--- src/sssy_map.vh ---
`ifndef SSSY_MAP_VH
`define SSSY_MAP_VH

// ----------------------------------------
// Register byte offsets
// ----------------------------------------
`define SSSY_OFS_BUF 8'h00
`define SSSY_OFS_CTL1 8'h04
`define SSSY_OFS_CTL3 8'h08
`define SSSY_OFS_STAT 8'h0C
`define SSSY_OFS_INT 8'h10

// ----------------------------------------
// Control, status and interrupt fields
// ----------------------------------------
`define SSSY_C1_WRITE_COLLISION_FLAG 7
`define SSSY_C1_OVF 6
`define SSSY_C1_EN 5
`define SSSY_C1_CKP 4
`define SSSY_C1_MODE 3:0
`define SSSY_C3_BOEN 4
`define SSSY_ST_SMP 7
`define SSSY_ST_CKE 6
`define SSSY_ST_BF 0
`define SSSY_ST_WMASK 8'hC0
`define SSSY_INT_EN 0
`define SSSY_INT_FLAG 1

// ----------------------------------------
// Port modes
// ----------------------------------------
`define SSSY_MODE_M4 4'h0
`define SSSY_MODE_M16 4'h1
`define SSSY_MODE_SLV_SS 4'h4
`define SSSY_MODE_SLV 4'h5

// ----------------------------------------
// Master half-bit divider limits and frame counter ends
// ----------------------------------------
`define SSSY_DIV4 6'h01
`define SSSY_DIV16 6'h07
`define SSSY_DIV64 6'h1F
`define SSSY_TGL_LAST 4'hF
`define SSSY_BIT_LAST 3'h7

// ----------------------------------------
// Reset values and bus answers
// ----------------------------------------
`define SSSY_RST_BYTE 8'h00
`define SSSY_PIN_RST 3'h2
`define SSSY_RESP_OK 2'h0
`define SSSY_RESP_ERR 2'h2

`endif

--- src/sssy_port.v ---
// How it works
// - Select rising resets slave receive logic
// - Select-controlled slave only when mode is 0100
// - Select low enables shifting and drives output
// - Select high floats output after the pin synchroniser delay, mid-byte too
// - Select high or disable clears bit counter
// - Master sleep freezes transfer, resumes on wake
// - Slave shifts during sleep, byte flags, wakes
// - Full byte moves to buffer unless an unread byte is kept, sets flags
// - Shift most significant bit first
//
// Decided for this implementation: the placing of the registers and the AXI4-Lite register port.
`timescale 1ns/100ps
`default_nettype none
`include "sssy_map.vh"

module sssy_port (
  // Clock and reset
  input wire clk,
  input wire rstn,
  // AXI4-Lite write
  input wire [7:0] s_axi_awaddr,
  input wire s_axi_awvalid,
  output wire s_axi_awready,
  input wire [31:0] s_axi_wdata,
  input wire [3:0] s_axi_wstrb,
  input wire s_axi_wvalid,
  output wire s_axi_wready,
  output reg [1:0] s_axi_bresp,
  output reg s_axi_bvalid,
  input wire s_axi_bready,
  // AXI4-Lite read
  input wire [7:0] s_axi_araddr,
  input wire s_axi_arvalid,
  output wire s_axi_arready,
  output reg [31:0] s_axi_rdata,
  output reg [1:0] s_axi_rresp,
  output reg s_axi_rvalid,
  input wire s_axi_rready,
  // Serial pins
  input wire sck_in,
  output reg sck_out,
  output wire sck_oe_n,
  input wire sel_n_in,
  input wire sdi_in,
  output wire serial_data_out,
  output wire sdo_oe_n,
  // Core power state
  input wire core_sleep,
  output wire wake_req
);

  // ----------------------------------------
  // Pin synchronisers
  // ----------------------------------------
  wire [2:0] pin_raw;
  wire [2:0] pin_rst;
  reg [2:0] s1_q;
  reg [2:0] s2_q;
  reg [2:0] s3_q;
  reg [2:0] flt_q;
  assign pin_raw = {sdi_in, sel_n_in, sck_in};
  assign pin_rst = `SSSY_PIN_RST;

  genvar gi;
  generate
    for (gi = 0; gi < 3; gi = gi + 1) begin : g_sync
      always @(posedge clk) begin
        if (!rstn) begin
          s1_q[gi] <= pin_rst[gi];
          s2_q[gi] <= pin_rst[gi];
          s3_q[gi] <= pin_rst[gi];
          flt_q[gi] <= pin_rst[gi];
        end else begin
          s1_q[gi] <= pin_raw[gi];
          s2_q[gi] <= s1_q[gi];
          s3_q[gi] <= s2_q[gi];
          // A change counts only once two stages agree
          if (s2_q[gi] == s3_q[gi]) begin
            flt_q[gi] <= s3_q[gi];
          end
        end
      end
    end
  endgenerate

  // ----------------------------------------
  // Registers and state
  // ----------------------------------------
  reg [7:0] ctl1_q;
  reg [7:0] ctl3_q;
  reg [1:0] stat_cfg_q;
  reg bf_q;
  reg int_en_q;
  reg int_flag_q;
  reg [7:0] buf_q;
  reg [7:0] rx_q;
  reg [7:0] tx_q;
  reg [2:0] cnt_q;
  reg sck_prev_q;
  reg mrun_q;
  reg [3:0] tgl_q;
  reg [5:0] div_q;
  reg [7:0] awa_q;
  reg aw_have_q;
  reg [7:0] wd_q;
  reg w_strb_q;
  reg w_have_q;

  wire port_en = ctl1_q[`SSSY_C1_EN];
  wire clock_idle_polarity = ctl1_q[`SSSY_C1_CKP];
  wire cke = stat_cfg_q[0];
  wire [3:0] mode = ctl1_q[`SSSY_C1_MODE];
  wire is_master = (mode[3:2] == 2'h0);
  wire is_slave = (mode == `SSSY_MODE_SLV_SS) || (mode == `SSSY_MODE_SLV);
  wire sel_ctl = (mode == `SSSY_MODE_SLV_SS);
  wire sel_act = ~flt_q[1];
  wire slave_go = port_en && is_slave && (!sel_ctl || sel_act);
  wire mod_rst = !port_en || (is_slave && sel_ctl && !sel_act);

  // ----------------------------------------
  // Master bit clock
  // ----------------------------------------
  reg [5:0] div_lim;
  always @* begin
    case (mode)
      `SSSY_MODE_M4: div_lim = `SSSY_DIV4;
      `SSSY_MODE_M16: div_lim = `SSSY_DIV16;
      default: div_lim = `SSSY_DIV64;
    endcase
  end

  // Sleep stops the divider, so the frame simply waits in place
  wire tick = mrun_q && !core_sleep && (div_q == div_lim);

  // ----------------------------------------
  // Edge classification
  // ----------------------------------------
  wire s_edge = slave_go && (flt_q[0] != sck_prev_q);
  wire m_edge = port_en && is_master && tick;
  wire any_edge = s_edge || m_edge;
  wire new_lvl = is_master ? ~sck_out : flt_q[0];
  wire new_act = new_lvl ^ clock_idle_polarity;
  // Clock edge set samples on the leading edge
  wire samp_ev = any_edge && (cke ? new_act : !new_act);
  wire shift_ev = any_edge && !(cke ? new_act : !new_act);
  wire [7:0] rx_full = {rx_q[6:0], flt_q[2]};
  wire byte_done = samp_ev && (cnt_q == `SSSY_BIT_LAST);
  wire busy = mrun_q || (cnt_q != 3'h0);

  assign serial_data_out = tx_q[7];
  assign sdo_oe_n = !(port_en && (is_master || slave_go));
  assign sck_oe_n = !(port_en && is_master);
  assign wake_req = core_sleep && int_flag_q && int_en_q;

  // ----------------------------------------
  // AXI4-Lite handshakes
  // ----------------------------------------
  assign s_axi_awready = !aw_have_q && !s_axi_bvalid;
  assign s_axi_wready = !w_have_q && !s_axi_bvalid;
  assign s_axi_arready = !s_axi_rvalid;
  wire wr_fire = aw_have_q && w_have_q && !s_axi_bvalid;
  wire wr_do = wr_fire && w_strb_q;
  wire rd_fire = s_axi_arvalid && s_axi_arready;
  wire wr_buf = wr_do && (awa_q == `SSSY_OFS_BUF);
  wire wr_c1 = wr_do && (awa_q == `SSSY_OFS_CTL1);
  wire wr_c3 = wr_do && (awa_q == `SSSY_OFS_CTL3);
  wire wr_st = wr_do && (awa_q == `SSSY_OFS_STAT);
  wire wr_int = wr_do && (awa_q == `SSSY_OFS_INT);
  wire rd_buf = rd_fire && (s_axi_araddr == `SSSY_OFS_BUF);
  // Buffer writes mid-transfer or with a pending collision are dropped
  wire buf_ok = wr_buf && !busy && !ctl1_q[`SSSY_C1_WRITE_COLLISION_FLAG];
  wire wr_map = (awa_q == `SSSY_OFS_BUF) || (awa_q == `SSSY_OFS_CTL1) ||
    (awa_q == `SSSY_OFS_CTL3) || (awa_q == `SSSY_OFS_STAT) || (awa_q == `SSSY_OFS_INT);

  reg [7:0] rd_byte;
  reg rd_map;
  always @* begin
    rd_map = 1'b1;
    case (s_axi_araddr)
      `SSSY_OFS_BUF: rd_byte = buf_q;
      `SSSY_OFS_CTL1: rd_byte = ctl1_q;
      `SSSY_OFS_CTL3: rd_byte = ctl3_q;
      `SSSY_OFS_STAT: rd_byte = {stat_cfg_q[1], stat_cfg_q[0], 5'h00, bf_q};
      `SSSY_OFS_INT: rd_byte = {6'h00, int_flag_q, int_en_q};
      default: begin
        rd_byte = `SSSY_RST_BYTE;
        rd_map = 1'b0;
      end
    endcase
  end

  always @(posedge clk) begin
    if (!rstn) begin
      aw_have_q <= 1'b0;
      awa_q <= 8'h00;
      w_have_q <= 1'b0;
      wd_q <= 8'h00;
      w_strb_q <= 1'b0;
      s_axi_bvalid <= 1'b0;
      s_axi_bresp <= `SSSY_RESP_OK;
      s_axi_rvalid <= 1'b0;
      s_axi_rresp <= `SSSY_RESP_OK;
      s_axi_rdata <= 32'h00000000;
    end else begin
      if (s_axi_awvalid && s_axi_awready) begin
        aw_have_q <= 1'b1;
        awa_q <= s_axi_awaddr;
      end
      if (s_axi_wvalid && s_axi_wready) begin
        w_have_q <= 1'b1;
        wd_q <= s_axi_wdata[7:0];
        w_strb_q <= s_axi_wstrb[0];
      end
      if (wr_fire) begin
        aw_have_q <= 1'b0;
        w_have_q <= 1'b0;
        s_axi_bvalid <= 1'b1;
        s_axi_bresp <= wr_map ? `SSSY_RESP_OK : `SSSY_RESP_ERR;
      end else if (s_axi_bready) begin
        s_axi_bvalid <= 1'b0;
      end
      if (rd_fire) begin
        s_axi_rvalid <= 1'b1;
        s_axi_rdata <= {24'h000000, rd_byte};
        s_axi_rresp <= rd_map ? `SSSY_RESP_OK : `SSSY_RESP_ERR;
      end else if (s_axi_rready) begin
        s_axi_rvalid <= 1'b0;
      end
    end
  end

  // ----------------------------------------
  // Port core
  // ----------------------------------------
  always @(posedge clk) begin
    if (!rstn) begin
      ctl1_q <= `SSSY_RST_BYTE;
      ctl3_q <= `SSSY_RST_BYTE;
      stat_cfg_q <= 2'h0;
      bf_q <= 1'b0;
      int_en_q <= 1'b0;
      int_flag_q <= 1'b0;
      buf_q <= `SSSY_RST_BYTE;
      rx_q <= `SSSY_RST_BYTE;
      tx_q <= `SSSY_RST_BYTE;
      cnt_q <= 3'h0;
      sck_prev_q <= 1'b0;
      sck_out <= 1'b0;
      mrun_q <= 1'b0;
      tgl_q <= 4'h0;
      div_q <= 6'h00;
    end else begin
      sck_prev_q <= flt_q[0];
      if (wr_c1) begin
        ctl1_q <= wd_q;
      end
      if (wr_c3) begin
        ctl3_q <= wd_q;
      end
      if (wr_st) begin
        stat_cfg_q <= wd_q[`SSSY_ST_SMP:`SSSY_ST_CKE];
      end
      if (wr_int) begin
        int_en_q <= wd_q[`SSSY_INT_EN];
        if (wd_q[`SSSY_INT_FLAG]) begin
          int_flag_q <= 1'b0;
        end
      end
      if (rd_buf) begin
        bf_q <= 1'b0;
      end
      if (wr_buf && !buf_ok) begin
        ctl1_q[`SSSY_C1_WRITE_COLLISION_FLAG] <= 1'b1;
      end
      if (!mrun_q || !is_master) begin
        sck_out <= clock_idle_polarity;
      end
      if (mrun_q && !core_sleep) begin
        div_q <= tick ? 6'h00 : div_q + 6'h01;
      end
      if (m_edge) begin
        sck_out <= ~sck_out;
        tgl_q <= tgl_q + 4'h1;
        if (tgl_q == `SSSY_TGL_LAST) begin
          mrun_q <= 1'b0;
        end
      end
      if (buf_ok) begin
        tx_q <= wd_q;
        mrun_q <= is_master && port_en;
        tgl_q <= 4'h0;
        div_q <= 6'h00;
      end
      // A shift edge while the bit count is zero leaves the top bit in place
      if (shift_ev && cnt_q != 3'h0) begin
        tx_q <= {tx_q[6:0], 1'b0};
      end
      if (samp_ev) begin
        rx_q <= rx_full;
        cnt_q <= cnt_q + 3'h1;
      end
      if (byte_done) begin
        int_flag_q <= 1'b1;
        // Unread byte with overwrite disabled is kept, not replaced
        if (bf_q && !ctl3_q[`SSSY_C3_BOEN]) begin
          ctl1_q[`SSSY_C1_OVF] <= 1'b1;
        end else begin
          buf_q <= rx_full;
          bf_q <= 1'b1;
        end
      end
      if (mod_rst) begin
        cnt_q <= 3'h0;
        mrun_q <= 1'b0;
        tgl_q <= 4'h0;
      end
    end
  end

endmodule
`default_nettype wire

--- config.mk ---
export PLATFORM = sky130hd
export DESIGN_NAME = sssy_port
export DESIGN_NICKNAME = d
export VERILOG_FILES = /design/src/sssy_port.v
export VERILOG_INCLUDE_DIRS = /design/src
export SDC_FILE = /design/constraint.sdc
export NUM_CORES = 1
export LEC_CHECK = 0
export BUFFER_PORTS_ARGS = -buffer_cell sky130_fd_sc_hd__buf_2
export CAP_MARGIN = 10
export CORE_AREA = 2 2 110 112
export DETAILED_ROUTE_END_ITERATION = 8
export DIE_AREA = 0 0 112 114
export PLACE_DENSITY = 0.73
export SLEW_MARGIN = 5
export SYNTH_ARGS = -nofsm -noshare
export SYNTH_HDL_FRONTEND = slang
export SYNTH_SLANG_ARGS = --single-unit
--- constraint.sdc ---
create_clock -name clk -period 2.3 [get_ports clk]
set_input_delay 0.115 -clock clk [delete_from_list [all_inputs] [get_ports clk]]
set_output_delay 0.115 -clock clk [all_outputs]
set_load 0.05 [all_outputs]
## After elaboration in Yosys (flattened, before gate mapping)

Index checks and enable logic that the tools add are counted.

| cells by class | value |
|---|---|
| add/sub/neg operators | 3 |
| eq/ne operators | 18 |
| mux-type cells | 29 |
| bitwise gates (word level) | 5 |
| reduce and logical (&&, ||, !) cells | 85 |

Operators by type and width:

| operator | count |
|---|---|
| $pmux 8 s5 | 1 |
| $logic_and 1x1->1 | 34 |
| $eq 8x4->1 const B | 4 |
| $mux 8 | 3 |
| $mux 1 | 21 |
| $reduce_bool 2->1 | 9 |
| $logic_not 1->1 | 17 |
| $eq 8x3->1 const B | 2 |
| $eq 8x5->1 const B | 2 |
| $logic_not 8->1 | 2 |
| $logic_or 1x1->1 | 11 |
| $pmux 5 s2 | 1 |
| $eq 4x3->1 const B | 2 |
| $reduce_or 2->1 | 4 |
| $add 6x1->6 const B | 1 |
| $eq 6x6->1 | 1 |
| $mux 6 | 1 |
| $reduce_and 2->1 | 3 |
| $reduce_or 5->1 | 1 |
| $add 4x1->4 const B | 1 |
| $eq 4x1->1 const B | 1 |
| $eq 4x4->1 const B | 1 |
| $logic_not 4->1 | 1 |
| $mux 2 | 2 |
| 9 further kinds | 14 |

| storage, ports and cells | value |
|---|---|
| flip-flop bits (word level) | 105 |
| output and inout bits | 46 |

## Depth between registers and ports, before layout

Gate-level depths: netlist of the first run.

| depth | value |
|---|---|
| depth in word-level cells | 10 |
| gate-level depth with buffers | 8 |
| gate-level depth less buffers | 7 |

## Worst setup path after synthesis of the first run

OpenSTA, ideal clock, no wires.

| timing path | value |
|---|---|
| path kind | reg-to-reg |
| start point | register awa_q[1] |
| end point | register tx_q[7] |
| setup time | 122 ps |
| data arrival time | 1908 ps |
| path slack | 270 ps |
| cell stages (with the launch flop) | 7 |
| clock period less this slack | 2030 ps |
| cells stage by stage | dfxtp_1 -> or4_4 -> nor4_4 -> and4b_4 -> nor2b_2 -> and3b_1 -> a221o_1 |

| between the ends | value |
|---|---|
| word-level cells in the longest chain between the ends | 5 |

RTL lines:

| what | RTL line | text |
|---|---|---|
| start: declaration | sssy_port.v:104 | `reg [7:0] awa_q;` |
| start signal: assignment | sssy_port.v:208 | `awa_q <= s_axi_awaddr;` |
| $logic_not 8->1 (no line) | -- |  |
| $logic_and 1x1->1 | sssy_port.v:165 | `` wire wr_buf = wr_do && (awa_q == `SSSY_OFS_BUF); `` |
| $logic_and 1x1->1 (2 in series) | sssy_port.v:172 | `` wire buf_ok = wr_buf && !busy && !ctl1_q[`SSSY_C1_WRITE_COLLISION_FLAG]; `` |
| $reduce_bool 2->1 (no line) | -- |  |
| end signal: assignment | sssy_port.v:246 | `` tx_q <= `SSSY_RST_BYTE; `` |
| end signal: assignment | sssy_port.v:290 | `tx_q <= wd_q;` |
| end signal: assignment | sssy_port.v:297 | `tx_q <= {tx_q[6:0], 1'b0};` |
| end: declaration | sssy_port.v:98 | `reg [7:0] tx_q;` |

Every way passes these cells.
A chain may end at the register's enable or synchronous reset.

## Worst setup path after layout of the first run

| timing path | value |
|---|---|
| start point | register ctl1_q[2] |
| end point | register tx_q[2] |

| between the ends | value |
|---|---|
| word-level cells in the longest chain between the ends | 9 |

RTL lines:

| what | RTL line | text |
|---|---|---|
| start: declaration | sssy_port.v:90 | `reg [7:0] ctl1_q;` |
| start signal: assignment | sssy_port.v:238 | `` ctl1_q <= `SSSY_RST_BYTE; `` |
| start signal: assignment | sssy_port.v:256 | `ctl1_q <= wd_q;` |
| $eq 4x1->1, or another cell as far along | sssy_port.v:126 | `case (mode)` |
| $pmux 5 s2, or another cell as far along | sssy_port.v:126 |  |
| $eq 6x6->1, or another cell as far along | sssy_port.v:134 | `wire tick = mrun_q && !core_sleep && (div_q == div_lim);` |
| $logic_and 1x1->1, or another cell as far along | sssy_port.v:134 |  |
| $logic_and 1x1->1, or another cell as far along | sssy_port.v:140 | `wire m_edge = port_en && is_master && tick;` |
| $logic_or 1x1->1 / $logic_not 1->1 (equally long branches) | sssy_port.v:141, sssy_port.v:146 |  |
| $logic_and 1x1->1 (*) | sssy_port.v:146 | `wire shift_ev = any_edge && !(cke ? new_act : !new_act);` |
| $logic_and 1x1->1 (*) | sssy_port.v:296 | `if (shift_ev && cnt_q != 3'h0) begin` |
| $mux 8 / $reduce_bool 2->1 (equally long branches) | -- |  |

Every way passes the cells marked *; elsewhere a longest branch is shown, timed or not.

==> flow_summary.ini, run 1 <==
[sta]
worst_clock_skew_ps = 10.3
setup_slack_ps = 113
grt_setup_unrepaired = false
min_period_ps = 2190
final.period_utilization_pct = 95.1
timing.fmax_mhz = 457
finalHoldWorstSlack_ps = 16.7
setup_viol = 0
slew_headroom_pct = 60.1
hold_violations = 0
setup_tns_ps = 0
drv_slew = 0
worstMarginPinSlew_ps = 593

[logic_synthesis]
synthFlopType = dfxtp_1
synth_area_per_cell_um2 = 9.50
netlist_area_um2 = 4650
synthMuxAreaShare_pct = 11.4
synth_adder_area_share_pct = 1.35
ys_types = 53
synth-simple-area-share_pct = 22.6
synth_compound_area_share_pct = 10.9
ys_ff_latch = 103
synth_edf_count = 0
synth_top_family_by_area = simple AND/OR/NAND/NOR gates
yosysWarnings = 0
syn_inst = 489
ys_async_sr_fraction_pct = 0
synth_xor_area_share_pct = 2.26
synth.yosys.seq_area_share_pct = 44.4

[setup_path]
crit_fanout = 10
startpoint_type = flip-flop
r2r_start = ctl1_q[2]
critPathKind = reg -> reg
required_ps = 2530
reg2reg_slack_ps = 110
cp-end-kind = flip-flop
r2r_end = tx_q[2]
arrival_ps = 2420
r2r_cells = 6

[clock_tree]
clockRootBuffer = clkbuf_16
h-tree-depth = 3
cts_tree = built
cts.sinks = 103
clock_latency_ps = 350
clockBufferDepth = 2
cts_buffers = 9
post-cts-setup-buffers = 0
path_clk_slew_ps = 70

[floorplan]
num_rows = 40
dieArea_um2 = 12800
core_area_um2 = 11700
die_x_um = 112
initial_utilization_pct = 39.7
ios = 109
die_h_um = 114

[detailed_routing]
route.vias.total = 3392
first_pass_iters = 4
wl_per_cell_um = 13.4
drt_iter0_drc = 132
drc = 0
finalWirelength_mm = 9.35
ant_nets = 0
via_per_inst = 4.87

[pwr]
switching_share_pct = 24.4
power_density_nw_per_um2 = 710
p_seq_share_pct = 48.9
p_comb_share_pct = 8.7
p_sw_uw = 925
clkPwrFrac_pct = 42.4
ir_worst_vdd_mv = 0.411
p_int_uw = 2870
leakage_uw = 0.00240

[final_layout]
diodes = 0
drive_gt1_share_pct = 17.3
final_area_um2 = 5340
fin_nets = 613
syn_to_final_growth_pct = 14.9

[global_route]
grt_pass1_wl_mm = 15.6
grt_pass1_vias = 3267
met2_usage_pct = 25.1
antenna_found_initial = 0
grt_use_met1_pct = 18.8
track_usage_pct = 14.9
grtUsageMet3_pct = 4.68
overflow = 0
grt_max_degree = 39
top_usage_layer = met2

[placement]
port_buffers = 55
placed_area_um2 = 4990
place_hpwl_mm = 6.93
gp_congestion = 0.810
pre_cts_slack_ps = 146

[worst_hold_path]
holdPathStages = 3
hold_path_class = in -> reg
min_from = s_axi_awaddr[3]
min_to = awa_q[3]

[run_status]
status = finished, final reports clean

[run]
cap_violations = 0
[state kept, by name, indices dropped and copies added, names as in the netlist, 2 cells and up]
register	count
awa_q	8
buf_q	8
cnt_q	3
ctl1_q	8
ctl3_q	8
div_q	6
flt_q	3
rx_q	7
s1_q	3
s2_q	3
s3_q	3
s_axi_rdata	8
stat_cfg_q	2
tgl_q	4
tx_q	8
wd_q	8
[metal layers]
metal,share of wire [%],wire (um)
met1,46,4280
met2,48,4520
met3,5.0,472
met4,0.91,85
met5,0,0
[worst max-delay path by stage]
stage	cells past startpoint	slack, ps	startpoint	end
after floorplan	6	270	awa_q[1]	tx_q[7]
after global placement	6	220	ctl1_q[2]	tx_q[2]
after detailed placement	6	150	ctl1_q[2]	tx_q[3]
after CTS	6	120	ctl1_q[2]	tx_q[2]
after global routing	6	6	ctl1_q[2]	tx_q[6]
final	6	110	ctl1_q[2]	tx_q[2]
[worst max-delay path, cell delays in order, from the launching register on]
cell	delay [ps]
dfxtp_1	420
nor4_2	310
mux2i_1	160
nand4b_4	240
a221oi_4	460
and3b_1	230
a221o_1	260
[cells by family after synthesis]
kind of cell | Yosys count
and+or+nand+nor | 191
DFF | 103
AOI/OAI and AO/OA | 68
buffers and inverters | 60
muxes | 49
xor gates and xnor gates | 12
adders and majority gates | 5
other | 1
[stage by stage]
step           instances  util, %  total power [uW]
2_1_floorplan        514        -              2180
3_3_place_gp         678     42.6              2220
3_5_place_dp         678     42.6              2220
4_1_cts              696     45.6              3820
5_1_grt              696     45.6              3920
6_report             696     45.6              3790
[layout by cell type, fill, tap and decap left out, types with 17 or more instances in the layout]
master,n
o21ai_0,20
nand2_1,61
buf_2,55
nor2b_1,31
mux2i_1,46
a21boi_0,20
nand3_1,17
conb_1,26
dfxtp_1,103
nor2_1,26
[synthesized netlist by cell type (2+ instances only)]
cell        n  area [um^2]
dfxtp_1   103         2060
nand2_1    61          229
mux2i_1    46          460
nor2b_1    31          194
buf_4      26          195
nor2_1     26         97.6
a21boi_0   20          150
o21ai_0    20          100
clkbuf_1   17         63.8
nand3_1    17         85.1
and2_1     13         81.3
inv_1      11         41.3
a221o_1     7         70.1
and3_1      7         43.8
and3b_1     7         61.3
xor2_1      7         61.3
a21oi_1     6         30.0
buf_2       5         25.0
ha_1        5         62.6
nor3b_1     5         37.5
xnor2_1     5         43.8
nand2b_1    4         25.0
mux4_2      3         67.6
a221oi_1    2         17.5
and4b_1     2         20.0
nand3b_1    2         15.0
nand4_1     2         12.5
nand4b_1    2         17.5
nor3_1      2         10.0
o31ai_1     2         15.0
[power by group through the flow]
stage	Clock [uW]	Combinational, uW	Sequential, uW
global route	1700	358	1860
floorplan	0	274	1910
finish	1610	330	1850
detailed placement	0	327	1900
CTS	1640	332	1860
global placement	0	322	1900
[timing repair]
action / CTS / global route
hold buffers: 3 / 0
endpoints found under the setup margin: 0 / 5
endpoints found under the hold margin: 3 / 0
gates resized for setup: 0 / 1
[area by class of cell]
cell class | instances | area, um^2
Clock buffer | 10 | 229
Clock inverter | 5 | 82.6
Fill cell | 1120 | 6370
Inverter | 11 | 41.3
Multi-Input combinational cell | 351 | 2350
Sequential cell | 103 | 2060
Tap cell | 147 | 184
Timing Repair Buffer | 69 | 388
Power figures use the tool's default switching activity.
==> inputs of run 2 (changes only) <==
--- a/config.mk
+++ b/config.mk
@@ -11,7 +11,8 @@
 export CORE_AREA = 2 2 110 112
 export DETAILED_ROUTE_END_ITERATION = 8
 export DIE_AREA = 0 0 112 114
-export PLACE_DENSITY = 0.73
+export GPL_TIMING_DRIVEN = 1
+export HOLD_SLACK_MARGIN = 0.15
 export SLEW_MARGIN = 5
 export SYNTH_ARGS = -nofsm -noshare
 export SYNTH_HDL_FRONTEND = slang
==> run 2 against run 1 <==
Net effect:
- first-iteration DRC count rose by 13%
- setup slack improved by 57 ps
- via count rose by 3.4%
- fmax rose by 2.7%
- hold slack improved by 150 ps
- register-to-register slack improved by 60 ps
- final cell count rose by 3.4%
- clock power barely moved
- sequential power barely moved
- utilization rose by 2.1 points
==> flow_summary.ini, run 2 (same netlist as run 1, synthesis figures left out) <==
[sta]
drv_slew = 0
min_period_ps = 2130
hold_violations = 0
worst_clock_skew_ps = 7.88
setup_tns_ps = 0
worstMarginPinSlew_ps = 561
timing.fmax_mhz = 469
final.period_utilization_pct = 92.6
slew_headroom_pct = 62.4
grt_setup_unrepaired = false
setup_viol = 0

[final_layout]
n_fill_cell = 1108
layout_common_cells = dfxtp_1, nand2_1, buf_2, mux2i_1, nor2b_1
syn_to_final_growth_pct = 20.2
drive_gt1_share_pct = 17.3
layout_commonest_cell = dfxtp_1
final_area_um2 = 5590
fin_nets = 636
diodes = 0
finish.utilization_pct = 47.7

[run_status]
status = finished, final reports clean

[global_route]
grt_pass1_wl_mm = 16.1
overflow = 0
grt_max_degree = 72
track_usage_pct = 15.8
grt_pass1_vias = 3358
antenna_found_initial = 0

[worst_hold_path]
hold_path_class = in -> reg

[pwr]
power_density_nw_per_um2 = 687
ir_worst_vdd_mv = 0.538
leakage_uw = 0.00252

[setup_path]
critPathKind = reg -> reg
required_ps = 2530
cp-end-kind = flip-flop
arrival_ps = 2360
startpoint_type = flip-flop
crit_fanout = 10

[floorplan]
core_area_um2 = 11700
initial_utilization_pct = 39.7
num_rows = 40
ios = 109
dieArea_um2 = 12800
die_h_um = 114
die_x_um = 112

[placement]
place_hpwl_mm = 6.95
port_buffers = 55
gp_congestion = 0.790
placed_area_um2 = 5020

[detailed_routing]
drt_iter0_drc = 149
ant_nets = 0
route.vias.total = 3508
wl_per_cell_um = 13.6
via_per_inst = 4.87
finalWirelength_mm = 9.78
drc = 0
first_pass_iters = 4

[clock_tree]
h-tree-depth = 3
path_clk_slew_ps = 70
clockBufferDepth = 2
cts_buffers = 9
cts.sinks = 103
clockRootBuffer = clkbuf_16
cts_tree = built
post-cts-setup-buffers = 0
clock_latency_ps = 340

[run]
cap_violations = 0
==> run 2: cell count changes in the layout (fill, tap and decap cells not counted) <==
| cell | before | now |
|---|---|---|
| dlygate4sd3_1 | 3 | 24 |
| clkinv_2 | 1 | 3 |
| buf_12 | 0 | 1 |
| buf_4 | 11 | 12 |
| clkbuf_1 | 1 | 0 |
| clkbuf_8 | 0 | 1 |
| inv_6 | 1 | 0 |
==> run 2: what timing repair did <==
action,CTS,global route
setup endpoints to repair,0,7
gates resized for setup,0,1
hold endpoints to repair,23,0
hold buffers,24,0
==> run 2: cell type report <==
type	count	area [um^2]	share of cell area [%]
inverters	11	41.3	0.739
clock inverters	6	83.8	1.50
repair buffers	92	626	11.2
well taps	147	184	3.29
flip-flops and latches	103	2060	36.9
multi-input cells	351	2350	42.1
clock buffers	10	239	4.28
==> run 2: metal layers <==
metal | part of all wire (%) | track usage (%) | up-vias
met4 | 1.3 | 4.88 | 0
met3 | 3.5 | 4.20 | 7
met2 | 47 | 26.1 | 59
met5 | 0 | 0 | -
li1 | - | - | 1787
met1 | 48 | 20.5 | 1655
==> run 2: power breakdown <==
group	internal, uW	switching (uW)	total, uW
combinational	120	241	361
sequential	1820	35.8	1860
clock	979	644	1620
==> run 2: final timing paths <==
path,start,to,slack [ps],cells past startpoint
min,s_axi_araddr[5],s_axi_rdata[7],160,4
max reg2reg,awa_q[1],tx_q[7],170,6
max,awa_q[1],tx_q[7],170,6
min reg2reg,s1_q[1],s2_q[1],410,1
==> run 2: per-stage QoR <==
stage	hold slack, ps	power [uW]	worst slack, ps	cells
floorplan	216	2180	270	514
global placement	295	2220	210	680
detailed placement	300	2230	187	680
CTS	158	3890	143	720
global route	182	4000	2.58	720
finish	162	3840	170	720
==> run 2: critical path, cell delays in order, from the launching register on <==
cell	delay, ps
dfxtp_1	320
or4_4	570
nor4_4	270
and4b_4	330
nor2b_2	100
and3b_1	180
a221o_1	250
